`src/include/gorder_pkg.sv`:
```
// Shared constants and types for the graphic order interpreter.
// Assumes 16-bit display list words and 28-bit byte addresses.
package gorder_pkg;
   // Opcodes handled by this block
   localparam logic [7:0] OP_UNBANDED_WARP = 8'h09;
   localparam logic [7:0] OP_SOURCE_WARP = 8'h0A;
   localparam logic [7:0] OP_HALFTONE_DIMS = 8'h0B;
   localparam logic [7:0] OP_SCAN_BANDED_D = 8'h34;

   // Order lengths in words, opcode word included
   localparam logic [2:0] LEN_WARP = 3'h2;
   localparam logic [2:0] LEN_LONG = 3'h5;

   // Widths
   localparam int ADDR_W = 28;
   localparam int WORD_W = 16;
   localparam int LONG_W = 32;

   // Reset values of latched parameters and the table pointer pad bits
   localparam logic [31:0] RST_LONG = 32'h0000_0000;
   localparam logic [15:0] RST_WORD = 16'h0000;
   localparam logic [7:0] RST_BYTE = 8'h00;
   localparam logic [27:0] RST_ADDR = 28'h000_0000;
   localparam logic [3:0] PTR_PAD = 4'h0;

   // Sequencer states
   typedef enum logic [2:0] {
      ST_IDLE,
      ST_FETCH,
      ST_RUN,
      ST_WBACK
   } state_t;
endpackage

```
`src/hdl/order_interp.sv`:
```
// Display list interpreter for halftone, warp and banded scanline orders.
// Assumes a same-clock word memory port and an external raster unit
// that walks the scanline table and reports each finished specifier.
`timescale 1ns/1ns
module order_interp (
   // Clock and reset
   input wire logic clk,
   input wire logic arst_n,
   // Run control
   input wire logic start,
   input wire logic [27:0] start_ptr,
   output logic busy,
   output logic done,
   output logic [7:0] done_opcode,
   output logic [27:0] done_ptr,
   // Shared memory port
   output logic mem_req,
   output logic mem_we,
   output logic [27:0] mem_addr,
   output logic [15:0] mem_wdata,
   input wire logic mem_ack,
   input wire logic [15:0] mem_rdata,
   // Banded map and Boolean state from other order decoders
   input wire logic [7:0] bb_band,
   input wire logic [7:0] bb_direction,
   input wire logic [31:0] bb_phys_logical_offset,
   input wire logic [31:0] bb_eob,
   input wire logic [7:0] bool_dest,
   // Transfer context from other transfer orders
   input wire logic [15:0] xfer_frame_w,
   input wire logic xfer_dest_unbanded,
   // Latched parameters
   output logic [31:0] ht_total,
   output logic [15:0] ht_width,
   output logic [15:0] ht_height,
   output logic [15:0] src_warp_eff,
   output logic [15:0] ub_warp_eff,
   // Raster unit
   output logic raster_start,
   output logic raster_abort,
   output logic raster_b2t,
   output logic [31:0] raster_dest,
   output logic [27:0] raster_table,
   output logic [7:0] raster_bool,
   input wire logic spec_done,
   input wire logic [31:0] spec_resume,
   input wire logic [27:0] spec_next_ptr,
   input wire logic table_end,
   output logic band_fault
);
   typedef struct packed {
      gorder_pkg::state_t st;
      logic [27:0] ptr;
      logic [2:0] widx;
      logic [7:0] op;
      logic [7:0] band;
      logic [15:0] hi;
      logic [31:0] da;
      logic [27:0] scanline_table_pointer;
      logic [31:0] hz;
      logic [15:0] hw;
      logic [15:0] hh;
      logic [15:0] sw;
      logic [15:0] unbanded_dest_warp;
      logic busy;
      logic done;
      logic [7:0] done_op;
      logic [27:0] done_ptr;
      logic mem_req;
      logic mem_we;
      logic [27:0] mem_addr;
      logic [15:0] mem_wdata;
      logic [15:0] src_eff;
      logic [15:0] ub_eff;
      logic r_start;
      logic r_abort;
      logic r_b2t;
      logic [31:0] r_dest;
      logic [27:0] r_table;
      logic [7:0] r_bool;
      logic fault;
   } state_reg_t;

   state_reg_t q;
   state_reg_t d;
   logic [31:0] phys_da;
   logic [31:0] resume_logical;
   logic resume_fault;
   logic b2t;
   logic [2:0] len;

   // Direction taken from the banded map direction byte
   assign b2t = bb_direction[0];

   // Address mapping and band compare
   band_limit u_band_limit (
      .logical_in(q.da),
      .phys_in(spec_resume),
      .phys_logical_offset(bb_phys_logical_offset),
      .end_of_band(bb_eob),
      .b2t(q.r_b2t),
      .phys_out(phys_da),
      .logical_out(resume_logical),
      .fault(resume_fault)
   );

   // Order length from opcode; zero marks a foreign order
   always_comb begin
      case (q.op)
         gorder_pkg::OP_UNBANDED_WARP: len = gorder_pkg::LEN_WARP;
         gorder_pkg::OP_SOURCE_WARP: len = gorder_pkg::LEN_WARP;
         gorder_pkg::OP_HALFTONE_DIMS: len = gorder_pkg::LEN_LONG;
         gorder_pkg::OP_SCAN_BANDED_D: len = gorder_pkg::LEN_LONG;
         default: len = 3'h0;
      endcase
   end

   // Next state of the whole block
   always_comb begin
      d = q;
      d.done = 1'b0;
      d.r_start = 1'b0;
      d.r_abort = 1'b0;
      d.fault = 1'b0;
      d.busy = (q.st != gorder_pkg::ST_IDLE);
      // Warp selection for the transfer currently described
      d.src_eff = (q.sw == gorder_pkg::RST_WORD) ? xfer_frame_w : q.sw;
      d.ub_eff = xfer_dest_unbanded ? q.unbanded_dest_warp : gorder_pkg::RST_WORD;
      case (q.st)
         gorder_pkg::ST_IDLE: begin
            if (start) begin
               d.ptr = start_ptr;
               d.widx = 3'h0;
               d.st = gorder_pkg::ST_FETCH;
               d.busy = 1'b1;
            end
         end
         gorder_pkg::ST_FETCH: begin
            if (!q.mem_req) begin
               d.mem_req = 1'b1;
               d.mem_we = 1'b0;
               d.mem_addr = q.ptr + {24'h00_0000, q.widx, 1'b0};
            end else if (mem_ack) begin
               d.mem_req = 1'b0;
               d.widx = q.widx + 3'h1;
               if (q.widx == 3'h0) begin
                  // Second byte is a band number or ignored
                  d.op = mem_rdata[15:8];
                  d.band = mem_rdata[7:0];
               end else if (q.widx == 3'h1 || q.widx == 3'h3) begin
                  d.hi = mem_rdata;
               end
               // Parameter words by opcode and position
               case (q.op)
                  gorder_pkg::OP_UNBANDED_WARP: if (q.widx == 3'h1) d.unbanded_dest_warp = mem_rdata;
                  gorder_pkg::OP_SOURCE_WARP: if (q.widx == 3'h1) d.sw = mem_rdata;
                  gorder_pkg::OP_HALFTONE_DIMS: begin
                     if (q.widx == 3'h2) d.hz = {q.hi, mem_rdata};
                     if (q.widx == 3'h3) d.hw = mem_rdata;
                     if (q.widx == 3'h4) d.hh = mem_rdata;
                  end
                  gorder_pkg::OP_SCAN_BANDED_D: begin
                     if (q.widx == 3'h2) d.da = {q.hi, mem_rdata};
                     if (q.widx == 3'h4) d.scanline_table_pointer = {q.hi[11:0], mem_rdata};
                  end
                  default: d.hi = q.hi;
               endcase
               if (q.widx != 3'h0 && q.widx + 3'h1 == len) begin
                  d.widx = 3'h0;
                  d.ptr = q.ptr + {24'h00_0000, len, 1'b0};
                  if (q.op == gorder_pkg::OP_SCAN_BANDED_D && q.band == bb_band) begin
                     d.ptr = q.ptr;
                     d.st = gorder_pkg::ST_RUN;
                  end
               end
            end
            // Foreign opcode: hand the list back at this order
            if (q.mem_req == 1'b0 && q.widx == 3'h1 && len == 3'h0) begin
               d.mem_req = 1'b0;
               d.done = 1'b1;
               d.done_op = q.op;
               d.done_ptr = q.ptr;
               d.widx = 3'h0;
               d.st = gorder_pkg::ST_IDLE;
            end
            // Launch the raster walk on entry to the run state
            if (d.st == gorder_pkg::ST_RUN) begin
               d.r_start = 1'b1;
               d.r_b2t = b2t;
               d.r_dest = phys_da;
               d.r_table = d.scanline_table_pointer;
               d.r_bool = bool_dest;
            end
         end
         gorder_pkg::ST_RUN: begin
            if (table_end) begin
               d.ptr = q.ptr + {24'h00_0000, gorder_pkg::LEN_LONG, 1'b0};
               d.st = gorder_pkg::ST_FETCH;
            end else if (spec_done && resume_fault) begin
               // Cut the transfer and prepare the order rewrite
               d.r_abort = 1'b1;
               d.fault = 1'b1;
               d.band = q.r_b2t ? q.band - 8'h01 : q.band + 8'h01;
               d.da = resume_logical;
               d.scanline_table_pointer = spec_next_ptr;
               d.widx = 3'h0;
               d.st = gorder_pkg::ST_WBACK;
            end
         end
         gorder_pkg::ST_WBACK: begin
            // Only the order's own words are written, never the table
            if (!q.mem_req) begin
               d.mem_req = 1'b1;
               d.mem_we = 1'b1;
               d.mem_addr = q.ptr + {24'h00_0000, q.widx, 1'b0};
               case (q.widx)
                  3'h0: d.mem_wdata = {q.op, q.band};
                  3'h1: d.mem_wdata = q.da[31:16];
                  3'h2: d.mem_wdata = q.da[15:0];
                  3'h3: d.mem_wdata = {gorder_pkg::PTR_PAD, q.scanline_table_pointer[27:16]};
                  default: d.mem_wdata = q.scanline_table_pointer[15:0];
               endcase
            end else if (mem_ack) begin
               d.mem_req = 1'b0;
               d.mem_we = 1'b0;
               d.widx = q.widx + 3'h1;
               if (q.widx == 3'h4) begin
                  d.widx = 3'h0;
                  d.ptr = q.ptr + {24'h00_0000, gorder_pkg::LEN_LONG, 1'b0};
                  d.st = gorder_pkg::ST_FETCH;
               end
            end
         end
         default: d.st = gorder_pkg::ST_IDLE;
      endcase
   end

   // State register
   always_ff @(posedge clk or negedge arst_n) begin
      if (!arst_n) begin
         q <= '{st: gorder_pkg::ST_IDLE, ptr: gorder_pkg::RST_ADDR, widx: 3'h0,
                op: gorder_pkg::RST_BYTE, band: gorder_pkg::RST_BYTE, hi: gorder_pkg::RST_WORD,
                da: gorder_pkg::RST_LONG, scanline_table_pointer: gorder_pkg::RST_ADDR, hz: gorder_pkg::RST_LONG,
                hw: gorder_pkg::RST_WORD, hh: gorder_pkg::RST_WORD, sw: gorder_pkg::RST_WORD,
                unbanded_dest_warp: gorder_pkg::RST_WORD, busy: 1'b0, done: 1'b0, done_op: gorder_pkg::RST_BYTE,
                done_ptr: gorder_pkg::RST_ADDR, mem_req: 1'b0, mem_we: 1'b0,
                mem_addr: gorder_pkg::RST_ADDR, mem_wdata: gorder_pkg::RST_WORD,
                src_eff: gorder_pkg::RST_WORD, ub_eff: gorder_pkg::RST_WORD, r_start: 1'b0,
                r_abort: 1'b0, r_b2t: 1'b0, r_dest: gorder_pkg::RST_LONG,
                r_table: gorder_pkg::RST_ADDR, r_bool: gorder_pkg::RST_BYTE, fault: 1'b0};
      end else begin
         q <= d;
      end
   end

   // Outputs straight from the state register
   assign busy = q.busy;
   assign done = q.done;
   assign done_opcode = q.done_op;
   assign done_ptr = q.done_ptr;
   assign mem_req = q.mem_req;
   assign mem_we = q.mem_we;
   assign mem_addr = q.mem_addr;
   assign mem_wdata = q.mem_wdata;
   assign ht_total = q.hz;
   assign ht_width = q.hw;
   assign ht_height = q.hh;
   assign src_warp_eff = q.src_eff;
   assign ub_warp_eff = q.ub_eff;
   assign raster_start = q.r_start;
   assign raster_abort = q.r_abort;
   assign raster_b2t = q.r_b2t;
   assign raster_dest = q.r_dest;
   assign raster_table = q.r_table;
   assign raster_bool = q.r_bool;
   assign band_fault = q.fault;
endmodule

```
`src/hdl/band_limit.sv`:
```
// Logical/physical address mapping and band fault compare.
// Assumes offset and end of band come from the banded map setup.
`timescale 1ns/1ns
module band_limit (
   // Mapping inputs
   input wire logic [31:0] logical_in,
   input wire logic [31:0] phys_in,
   input wire logic [31:0] phys_logical_offset,
   // Band limit
   input wire logic [31:0] end_of_band,
   input wire logic b2t,
   // Results
   output logic [31:0] phys_out,
   output logic [31:0] logical_out,
   output logic fault
);
   // Both directions of the signed offset mapping
   assign phys_out = logical_in + phys_logical_offset;
   assign logical_out = phys_in - phys_logical_offset;

   // Fault at or past the band end, direction aware
   assign fault = b2t ? (phys_in <= end_of_band) : (phys_in >= end_of_band);
endmodule

```
`config.mk`:
```
export PLATFORM = sky130hd
export DESIGN_NAME = order_interp
export DESIGN_NICKNAME = d
export VERILOG_FILES = /design/src/include/gorder_pkg.sv /design/src/hdl/order_interp.sv /design/src/hdl/band_limit.sv
export SDC_FILE = /design/constraint.sdc
export NUM_CORES = 1
export LEC_CHECK = 0
export BUFFER_PORTS_ARGS = -buffer_cell sky130_fd_sc_hd__buf_2
export CAP_MARGIN = 0
export CELL_PAD_IN_SITES_DETAIL_PLACEMENT = 0
export CELL_PAD_IN_SITES_GLOBAL_PLACEMENT = 2
export CORE_AREA = 5 5 273 275
export CTS_BUF_LIST = sky130_fd_sc_hd__clkbuf_16
export DETAILED_ROUTE_END_ITERATION = 10
export DIE_AREA = 0 0 278 280
export PLACE_DENSITY_LB_ADDON = 0.1
export REMOVE_ABC_BUFFERS = 1
export SLEW_MARGIN = 20
export SYNTH_ARGS = -nofsm -noshare
export SYNTH_HDL_FRONTEND = slang
export SYNTH_SLANG_ARGS = --single-unit
```
`constraint.sdc`:
```
create_clock -name clk -period 9.4 [get_ports clk]
set_input_delay 0.47 -clock clk [delete_from_list [all_inputs] [get_ports clk]]
set_output_delay 0.47 -clock clk [all_outputs]
set_load 0.005 [all_outputs]
```
==> results.txt <==
- Outcome: finished clean
- Via count of the first global-routing pass: 19590
- For this run, the register share of the synthesized area comes to 0.4124.
* Max-slew violation count: 0
* Power density normalized to cell area: 190.6 nW/um^2
* Initial DRC count: 1453
* Weighted congestion at the end of routability-driven global placement: 0.8681
* Share of the synthesized area in the top cell type: 0.4124
* X dimension of the die: 278 um
- The tightest min-delay check is of the input pin to flip-flop type.
- In the routed design, unresolved DRC markers number 0.
- Final hold viol count: 0
* Number of enable flip-flop cells after synthesis: 0
- Worst path arrival time: 4.65 ns
- Die Y-Extent: 280 um
* Switching share of power: 0.3235
- For the finished layout, the period the worst path requires is 4.181 ns.
* Relative contribution of the clock network to total power: 0.366
* Setup repair after global routing missed its margin: no
* Static leakage: 14.16 nW
- Final clock period utilization by the worst path: 0.4448
* Nets@finish: 3029
- I/O pin total: 467
- H-tree level count: 2
* Area growth, synth to finish: 12.00%
* Worst path buffer plus inverter count: 1
* Row cnt: 99
- Synthesis inferred 409 register bits.
- Floorplan core area: 72090 um^2
- Worst Setup End Kind: flip-flop
- Cells taking the most area after synthesis: sky130_fd_sc_hd__dfrtp_1 41%, sky130_fd_sc_hd__mux2_2 8.9%, sky130_fd_sc_hd__buf_4 7.4%
- Of the cells placed in the final design, the portion with a size suffix greater than 1 is 0.2848.
* Worst path required time: 9.87 ns
- Between clock sinks in the finished design, the worst skew comes to 0.03311 ns.
- IR analysis of the VDD net gives a maximum drop of 0.1188 mV.
* Worst-path clk slew: 0.06 ns
- The setup path with the least slack is of type flip-flop to flip-flop.
- The clock passes through at most 3 buffers.
- NetSw: 0.001714 W
- Proportion of register bits with asynchronous set or reset after synthesis: 1.000
- Number of clock sinks: 409
- Gate Count Post-Synth: 2555
* Average vias per placed instance: 5.281
- The first global-routing pass estimated 131.9 mm of wire.
* Setup TNS: 0 ns
* Number of cells in the finished layout apart from fillers: 3692
- Grouping stages by cell kind, the critical path spends the most delay in simple AND/OR/NAND/NOR gates.
- The number of antenna violations at the first check in global routing came to 8.
- TritonCTS clock tree: done
- The internal power of the cells totals 0.003583 W.
* Count of warnings emitted by yosys: 0
- Combined global-route utilization of all metal layers: 0.2206
- Critical path launch point type: flip-flop
- Entering global routing, the biggest net connects 138 pins.
- Headroom to the max-slew limit came out at 0.2367.
- In this run the remaining antenna-violating nets after routing total 0.
- Including well taps, the total number of placed cells is 3602.
- Critical-path top delay cell: sky130_fd_sc_hd__or4_4
* Portion of total power attributed to sequential cells: 0.421
* Sequence of cells on the critical path: nor4bb_1, nand4b_1, and4_1, o211ai_2, or4_4, buf_4, mux2_2
* DR WL/cell: 24.13 um
- Mean instance size in the synthesized netlist: 9.713 um^2
- Number of buffers inserted by port buffering: 459
- Cts bufs inserted: 51
* GR Overflow Total: 0
- HPWL after detailed placement: 66.29 mm
- The die covers 77840 um^2.
- For this block, the via count after detailed routing is 19500.
- Post-CTS repair changed the size of 0 cells.
- The later pin in the worst-skew pair is clocked with a latency of 0.62 ns.
- The tool flagged a number of max-cap violations equal to 0.
* Setup-violating endpoint count in the final report: 0
* Portion of total power attributed to combinational logic: 0.213
- At the pin with the least slew margin, the transition time is 1.145 ns.
- The final layout contains routed wiring with a total length of 89.10 mm.
- Commonest register cell after synthesis: sky130_fd_sc_hd__dfrtp_1
- Mapped Area: 24820 um^2
- First-pass detailed-route iteration total: 6
- Timing would allow up to 0.2391 GHz.
* Maximum single-stage delay on the critical path: 0.72 ns
- Along the worst path, the maximum fanout reaches 70.
- Cell taking the most area after synthesis: sky130_fd_sc_hd__dfrtp_1
- The initial utilization of the core area, before any placement, comes to 0.3443.
- Number of distinct standard cells referenced by the synthesized netlist: 83
- The tree is rooted in a sky130_fd_sc_hd__clkbuf_16.
power by group through the flow:
stage                     Sequential (W)  Clock (W)  Combinational, W
final                            0.00223    0.00194           0.00113
after CTS                        0.00223    0.00200           0.00114
after global routing             0.00226    0.00208           0.00126
after global placement           0.00226          0           0.00112
after floorplan                  0.00216          0          0.000665
after detailed placement         0.00226          0           0.00113
metal layers:
layer	GRT usage	part of all wire	up-vias
li1	-	-	9132
met1	0.3094	0.45	9678
met2	0.3625	0.47	583
met3	0.04036	0.059	93
met4	0.04222	0.018	12
met5	0	0.00071	-
cells by family after synthesis:
family / after synthesis / share of synthesized area
xor+xnor: 109 / 0.03847
mux: 238 / 0.1060
buf+inv: 494 / 0.1128
compound gates: 604 / 0.1577
fa+ha+maj: 117 / 0.06050
simple gates: 583 / 0.1120
other cells: 1 / 0.0001511
flops: 409 / 0.4124
synthesized netlist by cell type (all sizes together) (47+ instances only):
cell and n:
dfrtp 409, a21oi 98, clkbuf 129, o21ai 224, xnor2 62, buf 265, mux2 198, xor2 47
a21o 49, inv 100, nor2 112, nand2 227, ha 112
worst paths after layout:
check | start | endpoint | slack (ns) | cells past startpoint
worst max-delay path | q[368] | raster_bool[4] | 5.22 | 7
worst min-delay path | xfer_frame_w[12] | src_warp_eff[12] | 0.05 | 2
worst max register to register | q[368] | raster_bool[4] | 5.22 | 7
worst min register to register | mem_addr[17] | mem_addr[17] | 0.47 | 2
max in group asynchronous | arst_n | q[299] | 6.71 | 4
min in group asynchronous | arst_n | raster_dest[31] | 0.52 | 2
worst reg2reg max path, delay by kind of cell (launching register included):
family	cells	cell delay, ns
AOI/OAI and AO/OA	1	0.32
buffers and inverters	1	0.70
DFF	1	0.51
muxes	1	0.43
and+or+nand+nor	4	2.08
flip-flops by register name (all words and copies together), names as in the netlist:
| signal | flops |
|---|---|
| done | 1 |
| ub_warp_eff | 16 |
| q | 158 |
| raster_dest | 32 |
| done_opcode | 8 |
| ht_width | 16 |
| busy | 1 |
| mem_addr | 28 |
| src_warp_eff | 16 |
| raster_start | 1 |
| ht_height | 16 |
| mem_we | 1 |
| mem_wdata | 16 |
| mem_req | 1 |
| band_fault | 1 |
| raster_b2t | 1 |
| done_ptr | 28 |
| raster_table | 28 |
| ht_total | 32 |
| raster_bool | 8 |
placed cells by master (no fill, tap or decap), types with 62 or more instances in the layout:
| cell type | synthesis | layout |
|---|---|---|
| sky130_fd_sc_hd__buf_2 | 7 | 458 |
| sky130_fd_sc_hd__dfrtp_1 | 409 | 409 |
| sky130_fd_sc_hd__nand2_1 | 227 | 225 |
| sky130_fd_sc_hd__o21ai_0 | 223 | 223 |
| sky130_fd_sc_hd__mux2_2 | 197 | 197 |
| sky130_fd_sc_hd__ha_1 | 112 | 112 |
| sky130_fd_sc_hd__inv_1 | 100 | 111 |
| sky130_fd_sc_hd__nor2_1 | 112 | 111 |
| sky130_fd_sc_hd__a21oi_1 | 98 | 97 |
| sky130_fd_sc_hd__xnor2_1 | 62 | 62 |
stage by stage:
step	instance area, um^2	utilization	power, W	worst slack (ns)	hold slack [ns]
floorplan	22390	-	0.002821	4.075	0.1744
global placement	26150	0.3627	0.003373	4.795	0.4599
detailed placement	26150	0.3627	0.003390	4.806	0.4659
CTS	27790	0.3855	0.005370	5.217	0.01393
global route	27800	0.3856	0.005598	4.923	0.03351
finish	27800	0.3856	0.005297	5.219	0.05487
area by class of cell:
class	instances	area (um^2)
flip-flops and latches	409	10230
clock inverters	37	352.8
multi-input cells	1652	11850
inverters	100	375.4
repair buffers	483	2502
fillers	7337	44300
clock buffers	51	1276
diodes	1	2.502
well taps	959	1200
timing repair:
item / 4_1_cts / 5_1_grt
endpoints found under the hold margin: 99 / 0
hold buffers: 1 / 0
buffers inserted: 0 / 0
(Power assumes the default switching activity.)
